**src/rtl/pwr_mode_pkg.sv**
```systemverilog
/*
 * Constants, types and timing counts for the battery monitor power mode controller.
 * Assumes a 40 MHz core clock; all counts are derived from it here.
 */
package pwr_mode_pkg;

   localparam int unsigned CLK_HZ         = 40_000_000;
   localparam int unsigned CUR_PERIOD_US  = 3_000;
   localparam int unsigned VOLT_PERIOD_US = 63_000;
   localparam int unsigned SLP_CUR_US     = 12_000;
   localparam int unsigned SECOND_US      = 1_000_000;
   localparam int unsigned DEEP_EXIT_US   = 250_000;
   localparam int unsigned CUR_CYC        = (CLK_HZ / 1_000_000) * CUR_PERIOD_US;
   localparam int unsigned VOLT_CYC       = (CLK_HZ / 1_000_000) * VOLT_PERIOD_US;
   localparam int unsigned SLP_CUR_CYC    = (CLK_HZ / 1_000_000) * SLP_CUR_US;
   localparam int unsigned SECOND_CYC     = (CLK_HZ / 1_000_000) * SECOND_US;
   localparam int unsigned DEEP_EXIT_CYC  = (CLK_HZ / 1_000_000) * DEEP_EXIT_US;

   localparam logic [1:0] OSC_SLOW_FAST = 2'h0;
   localparam logic [1:0] OSC_SLOW_LOW  = 2'h1;
   localparam logic [1:0] OSC_SLOW_OFF  = 2'h2;

   typedef enum logic [2:0] {
      MODE_NORMAL  = 3'b000,
      MODE_SLEEP   = 3'b001,
      MODE_DEEP    = 3'b010,
      MODE_DEEPEX  = 3'b011,
      MODE_SHUT    = 3'b100,
      MODE_CFGUPD  = 3'b101
   } mode_type;

   typedef enum logic [2:0] {
      CMD_NONE       = 3'h0,
      CMD_SLEEP_ALLOW = 3'h1,
      CMD_SLEEP_BLOCK = 3'h2,
      CMD_SLEEP_EXIT = 3'h3,
      CMD_DEEP_ENTER = 3'h4,
      CMD_DEEP_EXIT  = 3'h5,
      CMD_CFG_ENTER  = 3'h6,
      CMD_CFG_EXIT   = 3'h7
   } cmd_type;

   typedef struct packed {
      logic sleep_allow_boot;
      logic fast_conv;
      logic slp_chg_on;
      logic slp_dsg_follower;
      logic deep_aux_regulator_one_keep;
      logic deep_aux_regulator_two_keep;
      logic deep_slow_osc_keep;
      logic [2:0] hyst_sec;
      logic [7:0] slp_interval_sec;
      logic [1:0] volt_slow_mult;
   } cfg_type;

   typedef struct packed {
      logic relax;
      logic slp_cur_over;
      logic pack_wake;
      logic fault;
      logic charger;
      logic rst_short;
      logic load_rise;
      logic supply_low;
      logic loop_done;
   } cond_type;

   typedef struct packed {
      logic chg_on;
      logic precharge_fet_on;
      logic dsg_on;
      logic predischarge_fet_on;
      logic dsg_follower;
   } fet_type;

endpackage : pwr_mode_pkg

```
**src/rtl/tick_timer.sv**
```systemverilog
/*
 * Period counter, running while run_i is high, giving a one-cycle tick every PERIOD cycles.
 * Assumes the single core clock; clear restarts the period.
 */
`timescale 1ns/10ps
`default_nettype none
module tick_timer #(
   parameter int unsigned PERIOD = 120_000,
   parameter int unsigned WIDTH  = 26
) (
   // clock and reset
   input  wire logic mclk_i,
   input  wire logic rst_n_i,
   // control
   input  wire logic run_i,
   input  wire logic clear_i,
   output logic      tick_o
);
   logic [WIDTH-1:0] cnt_ff;
   logic [WIDTH-1:0] nxt_cnt;
   logic             last;

   assign last   = (cnt_ff == WIDTH'(PERIOD - 1));
   assign tick_o = run_i && last;

   always_comb begin
      nxt_cnt = cnt_ff;
      if (clear_i || !run_i || last) begin
         nxt_cnt = '0;
      end else begin
         nxt_cnt = cnt_ff + WIDTH'(1);
      end
   end

   always_ff @(posedge mclk_i) begin
      if (!rst_n_i) begin
         cnt_ff <= '0;
      end else begin
         cnt_ff <= nxt_cnt;
      end
   end
endmodule : tick_timer
`default_nettype wire

```
**src/rtl/event_counter.sv**
```systemverilog
/*
 * Counts ticks up to a runtime limit and flags reaching it.
 * Assumes ticks are one-cycle pulses on the core clock.
 */
`timescale 1ns/10ps
`default_nettype none
module event_counter #(
   parameter int unsigned WIDTH = 8
) (
   // clock and reset
   input  wire logic             mclk_i,
   input  wire logic             rst_n_i,
   // control
   input  wire logic             clear_i,
   input  wire logic             tick_i,
   input  wire logic [WIDTH-1:0] limit_i,
   output logic                  reached_o
);
   logic [WIDTH-1:0] cnt_ff;
   logic [WIDTH-1:0] nxt_cnt;

   assign reached_o = (cnt_ff >= limit_i);

   always_comb begin
      nxt_cnt = cnt_ff;
      if (clear_i) begin
         nxt_cnt = '0;
      end else if (tick_i && !reached_o) begin
         nxt_cnt = cnt_ff + WIDTH'(1);
      end
   end

   always_ff @(posedge mclk_i) begin
      if (!rst_n_i) begin
         cnt_ff <= '0;
      end else begin
         cnt_ff <= nxt_cnt;
      end
   end
endmodule : event_counter
`default_nettype wire

```
**src/rtl/pwr_mode_ctrl.sv**
```systemverilog
/*
 * Functional power mode controller: normal, sleep, deep low-power, shutdown and
 * parameter update. Drives fet enables, measurement strobes, regulator and
 * oscillator enables. Assumes measured conditions arrive as synchronous levels
 * or pulses from the analog front end and commands as one-cycle strobes.
 */
`timescale 1ns/10ps
`default_nettype none
module pwr_mode_ctrl
   import pwr_mode_pkg::*;
#(
   parameter int unsigned SECOND_CYCLES    = SECOND_CYC,
   parameter int unsigned CUR_CYCLES       = CUR_CYC,
   parameter int unsigned VOLT_CYCLES      = VOLT_CYC,
   parameter int unsigned SLP_CUR_CYCLES   = SLP_CUR_CYC,
   parameter int unsigned DEEP_EXIT_CYCLES = DEEP_EXIT_CYC
) (
   // clock and reset
   input  wire logic     mclk_i,
   input  wire logic     rst_n_i,
   // configuration and host commands
   input  wire cfg_type  cfg_i,
   input  wire cmd_type  cmd_i,
   // measured conditions
   input  wire cond_type cond_i,
   input  wire logic     prot_ok_i,
   // fet drive and protections
   output fet_type       fet_o,
   output logic          prot_en_o,
   output logic          temp_prot_upd_o,
   // measurement strobes
   output logic          meas_cur_o,
   output logic          meas_volt_o,
   output logic          meas_cc2_o,
   output logic          meas_interval_o,
   output logic          cc_lowpower_o,
   output logic          loop_start_o,
   // supplies and oscillators
   output logic          aux_regulator_one_en_o,
   output logic          aux_regulator_two_en_o,
   output logic          fast_osc_en_o,
   output logic [1:0]    slow_osc_o,
   // status
   output mode_type      mode_o,
   output logic          sleep_allowed_o,
   output logic          sleeping_o
);
   ////////////////////////////////////////////////////////////////////////////
   // timers
   logic     sec_tick;
   logic     cur_tick;
   logic     volt_tick;
   logic     slp_cur_tick;
   logic     deep_tick;
   logic     hyst_done;
   logic     interval_done;
   logic     deep_wait_done;
   mode_type mode_ff;
   mode_type nxt_mode;
   logic     run_normal;
   logic     run_sleep;
   logic     mode_change;

   assign run_normal  = (mode_ff == MODE_NORMAL);
   assign run_sleep   = (mode_ff == MODE_SLEEP);
   assign mode_change = (nxt_mode != mode_ff);

   tick_timer #(.PERIOD(SECOND_CYCLES), .WIDTH(26)) u_sec (
      .mclk_i (mclk_i),
      .rst_n_i(rst_n_i),
      .run_i  (1'b1),
      .clear_i(1'b0),
      .tick_o (sec_tick)
   );

   tick_timer #(.PERIOD(CUR_CYCLES), .WIDTH(26)) u_cur (
      .mclk_i (mclk_i),
      .rst_n_i(rst_n_i),
      .run_i  (run_normal),
      .clear_i(mode_change),
      .tick_o (cur_tick)
   );

   tick_timer #(.PERIOD(VOLT_CYCLES / 2), .WIDTH(26)) u_volt (
      .mclk_i (mclk_i),
      .rst_n_i(rst_n_i),
      .run_i  (run_normal),
      .clear_i(mode_change),
      .tick_o (volt_tick)
   );

   tick_timer #(.PERIOD(SLP_CUR_CYCLES), .WIDTH(26)) u_slpcur (
      .mclk_i (mclk_i),
      .rst_n_i(rst_n_i),
      .run_i  (run_sleep),
      .clear_i(mode_change),
      .tick_o (slp_cur_tick)
   );

   tick_timer #(.PERIOD(DEEP_EXIT_CYCLES), .WIDTH(26)) u_deepx (
      .mclk_i (mclk_i),
      .rst_n_i(rst_n_i),
      .run_i  (mode_ff == MODE_DEEPEX),
      .clear_i(mode_change),
      .tick_o (deep_tick)
   );

   // sleep hysteresis after any return to normal
   event_counter #(.WIDTH(3)) u_hyst (
      .mclk_i   (mclk_i),
      .rst_n_i  (rst_n_i),
      .clear_i  (mode_change && nxt_mode == MODE_NORMAL),
      .tick_i   (sec_tick),
      .limit_i  (cfg_i.hyst_sec),
      .reached_o(hyst_done)
   );

   // sleep measurement interval in seconds
   event_counter #(.WIDTH(8)) u_intv (
      .mclk_i   (mclk_i),
      .rst_n_i  (rst_n_i),
      .clear_i  (!run_sleep || interval_done),
      .tick_i   (sec_tick),
      .limit_i  (cfg_i.slp_interval_sec),
      .reached_o(interval_done)
   );

   ////////////////////////////////////////////////////////////////////////////
   // cadence counters for voltage slow-down and half-rate division
   logic [1:0] volt_div_ff;
   logic [1:0] nxt_volt_div;
   logic       half_ff;
   logic       nxt_half;
   logic       volt_due;
   logic [1:0] volt_limit;

   // fast conversion doubles the rate: use every half-period tick
   assign volt_limit = cfg_i.volt_slow_mult;
   assign volt_due   = volt_tick && (cfg_i.fast_conv || half_ff) &&
                       (volt_div_ff == volt_limit);

   always_comb begin
      nxt_half     = half_ff;
      nxt_volt_div = volt_div_ff;
      if (!run_normal) begin
         nxt_half     = 1'b0;
         nxt_volt_div = 2'h0;
      end else if (volt_tick) begin
         nxt_half = !half_ff;
         if (cfg_i.fast_conv || half_ff) begin
            nxt_volt_div = (volt_div_ff == volt_limit) ? 2'h0 : volt_div_ff + 2'h1;
         end
      end
   end

   always_ff @(posedge mclk_i) begin
      if (!rst_n_i) begin
         half_ff     <= 1'b0;
         volt_div_ff <= 2'h0;
      end else begin
         half_ff     <= nxt_half;
         volt_div_ff <= nxt_volt_div;
      end
   end

   ////////////////////////////////////////////////////////////////////////////
   // sleep permission, loop restart pending after current-flow exit
   logic sleep_allow_ff;
   logic nxt_sleep_allow;
   logic boot_ff;
   logic nxt_boot;
   logic loop_wait_ff;
   logic nxt_loop_wait;
   logic slp_exit_cur;

   assign slp_exit_cur = cond_i.slp_cur_over ||
                         (interval_done && cond_i.slp_cur_over);

   always_comb begin
      nxt_boot        = 1'b0;
      nxt_sleep_allow = sleep_allow_ff;
      if (boot_ff) begin
         nxt_sleep_allow = cfg_i.sleep_allow_boot;
      end else if (cmd_i == CMD_SLEEP_ALLOW) begin
         nxt_sleep_allow = 1'b1;
      end else if (cmd_i == CMD_SLEEP_BLOCK) begin
         nxt_sleep_allow = 1'b0;
      end
      nxt_loop_wait = loop_wait_ff;
      if (run_sleep && slp_exit_cur) begin
         nxt_loop_wait = 1'b1;
      end else if (sec_tick || mode_ff != MODE_NORMAL) begin
         nxt_loop_wait = 1'b0;
      end
   end

   always_ff @(posedge mclk_i) begin
      if (!rst_n_i) begin
         boot_ff        <= 1'b1;
         sleep_allow_ff <= 1'b0;
         loop_wait_ff   <= 1'b0;
      end else begin
         boot_ff        <= nxt_boot;
         sleep_allow_ff <= nxt_sleep_allow;
         loop_wait_ff   <= nxt_loop_wait;
      end
   end

   ////////////////////////////////////////////////////////////////////////////
   // mode state machine
   always_comb begin
      nxt_mode = mode_ff;
      unique case (mode_ff)
         MODE_NORMAL: begin
            if (cmd_i == CMD_CFG_ENTER) begin
               nxt_mode = MODE_CFGUPD;
            end else if (cmd_i == CMD_DEEP_ENTER) begin
               nxt_mode = MODE_DEEP;
            end else if (cond_i.relax && sleep_allow_ff && hyst_done && !boot_ff) begin
               nxt_mode = MODE_SLEEP;
            end
         end
         MODE_SLEEP: begin
            if (cond_i.fault || slp_exit_cur || cond_i.charger || cond_i.rst_short ||
                cmd_i == CMD_SLEEP_EXIT || !sleep_allow_ff ||
                (interval_done && cond_i.pack_wake)) begin
               nxt_mode = MODE_NORMAL;
            end else if (cmd_i == CMD_DEEP_ENTER) begin
               nxt_mode = MODE_DEEP;
            end
         end
         MODE_DEEP: begin
            if (cond_i.supply_low) begin
               nxt_mode = MODE_SHUT;
            end else if (cmd_i == CMD_DEEP_EXIT || cond_i.rst_short || cond_i.load_rise) begin
               nxt_mode = MODE_DEEPEX;
            end
         end
         MODE_DEEPEX: begin
            if (deep_wait_done && cond_i.loop_done && prot_ok_i) begin
               nxt_mode = MODE_NORMAL;
            end
         end
         MODE_SHUT: begin
            nxt_mode = MODE_SHUT;
         end
         MODE_CFGUPD: begin
            if (cmd_i == CMD_CFG_EXIT) begin
               nxt_mode = MODE_NORMAL;
            end
         end
         default: begin
            nxt_mode = MODE_NORMAL;
         end
      endcase
   end

   // deep exit waits the settling time, then the full loop
   logic deep_wait_ff;
   logic nxt_deep_wait;

   assign deep_wait_done = deep_wait_ff;

   always_comb begin
      nxt_deep_wait = deep_wait_ff;
      if (mode_ff != MODE_DEEPEX) begin
         nxt_deep_wait = 1'b0;
      end else if (deep_tick) begin
         nxt_deep_wait = 1'b1;
      end
   end

   always_ff @(posedge mclk_i) begin
      if (!rst_n_i) begin
         mode_ff      <= MODE_NORMAL;
         deep_wait_ff <= 1'b0;
      end else begin
         mode_ff      <= nxt_mode;
         deep_wait_ff <= nxt_deep_wait;
      end
   end

   ////////////////////////////////////////////////////////////////////////////
   // outputs, registered from the mode
   fet_type    nxt_fet;
   logic       nxt_prot;
   logic       nxt_aux_regulator_one;
   logic       nxt_aux_regulator_two;
   logic [1:0] nxt_slow;
   fet_type    fet_ff;
   logic       prot_ff;
   logic       aux_regulator_one_ff;
   logic       aux_regulator_two_ff;
   logic [1:0] slow_ff;

   always_comb begin
      nxt_fet  = '0;
      nxt_prot = 1'b0;
      nxt_aux_regulator_one = 1'b0;
      nxt_aux_regulator_two = 1'b0;
      nxt_slow = OSC_SLOW_OFF;
      unique case (nxt_mode)
         MODE_NORMAL: begin
            nxt_fet  = '{chg_on: 1'b1, precharge_fet_on: 1'b1, dsg_on: 1'b1, predischarge_fet_on: 1'b1,
                         dsg_follower: 1'b0};
            nxt_prot = 1'b1;
            nxt_aux_regulator_one = 1'b1;
            nxt_aux_regulator_two = 1'b1;
            nxt_slow = OSC_SLOW_FAST;
         end
         MODE_SLEEP: begin
            nxt_fet.dsg_on       = 1'b1;
            nxt_fet.dsg_follower = cfg_i.slp_dsg_follower;
            nxt_fet.chg_on       = cfg_i.slp_chg_on;
            nxt_prot = 1'b1;
            nxt_aux_regulator_one = 1'b1;
            nxt_aux_regulator_two = 1'b1;
            nxt_slow = OSC_SLOW_LOW;
         end
         MODE_DEEP, MODE_DEEPEX: begin
            nxt_aux_regulator_one = cfg_i.deep_aux_regulator_one_keep;
            nxt_aux_regulator_two = cfg_i.deep_aux_regulator_two_keep;
            nxt_slow = cfg_i.deep_slow_osc_keep ? OSC_SLOW_LOW : OSC_SLOW_OFF;
            nxt_prot = (nxt_mode == MODE_DEEPEX);
         end
         MODE_SHUT: begin
            nxt_slow = OSC_SLOW_OFF;
         end
         MODE_CFGUPD: begin
            nxt_aux_regulator_one = 1'b1;
            nxt_aux_regulator_two = 1'b1;
            nxt_slow = OSC_SLOW_FAST;
         end
         default: begin
            nxt_slow = OSC_SLOW_OFF;
         end
      endcase
   end

   always_ff @(posedge mclk_i) begin
      if (!rst_n_i) begin
         fet_ff  <= '0;
         prot_ff <= 1'b0;
         aux_regulator_one_ff <= 1'b0;
         aux_regulator_two_ff <= 1'b0;
         slow_ff <= OSC_SLOW_FAST;
      end else begin
         fet_ff  <= nxt_fet;
         prot_ff <= nxt_prot;
         aux_regulator_one_ff <= nxt_aux_regulator_one;
         aux_regulator_two_ff <= nxt_aux_regulator_two;
         slow_ff <= nxt_slow;
      end
   end

   assign fet_o      = fet_ff;
   assign prot_en_o  = prot_ff;
   assign aux_regulator_one_en_o  = aux_regulator_one_ff;
   assign aux_regulator_two_en_o  = aux_regulator_two_ff;
   assign slow_osc_o = slow_ff;
   assign mode_o     = mode_ff;

   // measurement strobes; none while deep, shutdown or updating
   assign meas_cur_o      = cur_tick && !loop_wait_ff;
   assign meas_volt_o     = volt_due && !loop_wait_ff;
   assign meas_cc2_o      = volt_due && !loop_wait_ff;
   assign meas_interval_o = run_sleep && interval_done;
   assign temp_prot_upd_o = meas_interval_o || meas_volt_o;
   assign cc_lowpower_o   = run_sleep && slp_cur_tick;
   assign loop_start_o    = (mode_ff == MODE_DEEPEX) && deep_tick;
   assign fast_osc_en_o   = meas_cur_o || meas_volt_o || meas_interval_o ||
                            cc_lowpower_o || loop_start_o || (cmd_i != CMD_NONE);
   assign sleep_allowed_o = sleep_allow_ff;
   assign sleeping_o      = run_sleep;
endmodule : pwr_mode_ctrl
`default_nettype wire

```
**config.mk**
```make
export PLATFORM = sky130hd
export DESIGN_NAME = pwr_mode_ctrl
export DESIGN_NICKNAME = d
export VERILOG_FILES = /design/src/rtl/pwr_mode_pkg.sv /design/src/rtl/tick_timer.sv /design/src/rtl/event_counter.sv /design/src/rtl/pwr_mode_ctrl.sv
export SDC_FILE = /design/constraint.sdc
export NUM_CORES = 1
export LEC_CHECK = 0
export BUFFER_PORTS_ARGS = -buffer_cell sky130_fd_sc_hd__buf_2
export CAP_MARGIN = 40
export CORE_MARGIN = 3
export CORE_UTILIZATION = 50
export DETAILED_ROUTE_END_ITERATION = 8
export GPL_ROUTABILITY_DRIVEN = 0
export PLACE_DENSITY = 0.76
export SLEW_MARGIN = 10
export SYNTH_ARGS = -nofsm -noshare
export SYNTH_HDL_FRONTEND = slang
export SYNTH_SLANG_ARGS = --single-unit
```
**constraint.sdc**
```tcl
create_clock -name mclk_i -period 2.3 [get_ports mclk_i]
set_input_delay 0.23 -clock mclk_i [delete_from_list [all_inputs] [get_ports mclk_i]]
set_output_delay 0.23 -clock mclk_i [all_outputs]
set_load 0.005 [all_outputs]
```
==> flow_summary.ini <==
[worst_setup_path]
path_max_fanout = 2
startpoint_type = flip-flop
critPathArrivalTime_ns = 2.34
crit_required_ns = 2.07
crit_type = reg2out
endpoint_kind = primary output

[cells_and_area]
syn_to_final_growth_pct = 34.3
seq_area_mm2 = 0.00323
nets = 1079
design_area_mm2 = 0.0106
drive_gt1_frac = 0.285
fillCellCount = 1101
final_util = 0.692
multi_input_area_mm2 = 0.00528
diodes = 0

[synthesis]
syn_avg_cell_area_um2 = 8.72
yosys_warnings = 0
ys_async_sr_fraction = 0
ys_seq_area_frac = 0.405
yosysUniqueCellTypes = 58
synth_area_mm2 = 0.00792
synth-edff-count = 0
ys_ff_latch = 160
synth_fp_nets = 961
synth_ff_type = dfxtp_1
synthesis.instances = 908

[clock_network]
cts_sinks = 160
clock_latency_ns = 0.44
h-tree-depth = 4
cts-root-buf = clkbuf_16
clkTransAtPathRegs_ns = 0.07
cts_tree = built
cts_buffers = 17
clockBufferDepth = 2

[placed_design]
placed_area_mm2 = 0.00873
dp_hpwl_mm = 12.7
dpl_worst_slack_ns = -0.0964
portBuffers = 57

[power]
clockPowerShare = 0.444
p_int_w = 0.00513
ir_drop_mv = 0.586
pwr-share-seq = 0.410
switching_share = 0.266
power.switching_w = 0.00186
power_density_mw_per_mm2 = 658
pwr-share-comb = 0.146
p_leak_nw = 3.76
finalPower_w = 0.00699

[grt]
grtUsageMet3 = 0.0561
met1_usage = 0.288
grt_pass1_wl_mm = 32.1
grt_max_degree = 32
grt_antenna_before_repair = 1
use_met2 = 0.357
grt_pass1_vias = 6560
busiest_layer = met2
grt_usage = 0.222
grt_overflow = 0

[sta]
max_freq_mhz = 389
hold_viol = 0
fin_crit_sh = 1.12
relSlewSlack = 0.612
worst_pin_slew_ns = 0.582
maxSlewViolCount = 0
post-route-min-period_ns = 2.57
setup_violations = 22
final.setup_skew_ns = 0.0117
grt_setup_unrepaired = true
setup_slack_ns = -0.267
finalSetupTns_ns = -1.12

[floorplan]
start_util = 0.515
die_x_um = 132
row_count = 45
die_h_um = 132
core_area_mm2 = 0.0154
die-area_mm2 = 0.0174
io_pins = 58

[drt]
firstDrtPassIters = 6
route.vias.total = 7250
viasPerCell = 5.80
drt_iter0_drc = 453
drc = 0
ant_nets = 0
routedWlPerCell_um = 17.0
routed_wirelength_mm = 21.3

[status]
violations = negative setup slack
status = finished, violations left

[worst_hold_path]
hold_path.class = in2reg

[flow_run]
cap_violations = 0
final timing paths:
| check | start | to | slack [ns] | cells past startpoint |
|---|---|---|---|---|
| worst max-delay path | u_intv.cnt_ff[1] | fast_osc_en_o | -0.27 | 8 |
| worst max register to register | u_hyst.cnt_ff[0] | u_slpcur.cnt_ff[7] | -0.12 | 10 |
| worst min register to register | deep_wait_done | deep_wait_done | 0.47 | 2 |
| worst min-delay path | cfg_i[15] | aux_regulator_one_en_o | 0.06 | 3 |
cell type report:
class                      instances  share of cell area
tap                              211              0.0248
clock buffer                      19              0.0417
clock inverter                    13              0.0188
sequential                       160               0.303
timing repair buffer             137               0.105
multi-input combinational        682               0.497
inverter                          28             0.00989
kinds of logic after synthesis:
logic type / share of synthesized area
flops: 0.405
simple gates: 0.339
mux: 0.00253
fa+ha+maj: 0.0285
buf+inv: 0.0359
xor+xnor: 0.141
compound gates: 0.0490
synthesized netlist by cell type (all sizes together), types with 2 or more instances:
master,number,area [µm²]
nand4,37,231
nor3b,4,40.0
a21oi,23,115
o21ai,12,60.1
nor3,55,280
xor2,62,543
or4b,4,43.8
a31o,2,17.5
a41o,2,20.0
a31oi,3,18.8
dfxtp,160,3200
nand3,65,325
and3,51,320
and2,9,56.3
nor4b,9,85.1
or3b,2,17.5
inv,28,105
or3,18,113
buf,10,73.8
and4,10,87.6
nor2b,5,31.3
a211oi,6,50.1
clkbuf,28,105
mux2i,2,20.0
nand2,50,188
nor4bb,2,20.0
o2111ai,2,17.5
ha,18,225
xnor2,65,569
nor2,78,293
nor4,59,415
nand4b,2,17.5
nand3b,3,22.5
o2111a,2,22.5
o211ai,3,36.3
or4,3,22.5
or2,6,37.5
registers in the layout, indices dropped and copies added, names as in the netlist, 2 cells and up:
register and cells:
u_cur.cnt_ff 26, u_deepx.cnt_ff 26, u_sec.cnt_ff 26, u_slpcur.cnt_ff 26, u_volt.cnt_ff 26, u_intv.cnt_ff 8
fet_o 4, mode_o 3, u_hyst.cnt_ff 3, slow_osc_o 2, volt_div_ff 2
worst max-delay path: stages, from the launching register on:
cell and delay [ns]:
dfxtp_2 0.33, ha_4 0.21, nor2b_4 0.12, o211ai_1 0.26, nand3_2 0.15, a21oi_4 0.17, nor2b_2 0.07, or4b_1 0.45
buf_2 0.14
power by group through the flow:
stage / registers [W] / clock network (W) / logic (W)
2_1_floorplan: 0.00292 / 0 / 0.000364
3_3_place_gp: 0.00292 / 0 / 0.000610
3_5_place_dp: 0.00292 / 0 / 0.000618
4_1_cts: 0.00286 / 0.00312 / 0.000753
5_1_grt: 0.00287 / 0.00327 / 0.00108
6_report: 0.00287 / 0.00310 / 0.00102
per-stage QoR:
stage	hold WS, ns	std cells
2_1_floorplan	0.370	908
3_3_place_gp	0.442	1192
3_5_place_dp	0.446	1192
4_1_cts	0.0533	1235
5_1_grt	0.0688	1250
6_report	0.0594	1250
placed cells by master, fill, tap and decap left out, types with 32 or more instances in the layout:
cell type  count
nor4_4        32
nand2_1       48
buf_4         58
buf_2         56
nand4_1       37
and3_1        44
xor2_1        62
dfxtp_1      144
nor3_1        46
nand3_1       64
xnor2_1       65
nor2_1        77
metal layers:
| layer | wire length (µm) | share of wire |
|---|---|---|
| met2 | 10500 | 0.50 |
| met4 | 507 | 0.024 |
| met3 | 1090 | 0.051 |
| met5 | 13 | 0.00061 |
| met1 | 9110 | 0.43 |
repair_timing:
| action | CTS | global route |
|---|---|---|
| buffers inserted | 8 | 10 |
| hold endpoints to repair | 0 | 0 |
| cloned | 5 | 7 |
| pin swaps | 22 | 45 |
| hold buffers | 0 | 0 |
| endpoints found under the setup margin | 35 | 116 |
| gates resized for setup | 55 | 119 |
Power figures use the tool's default switching activity.
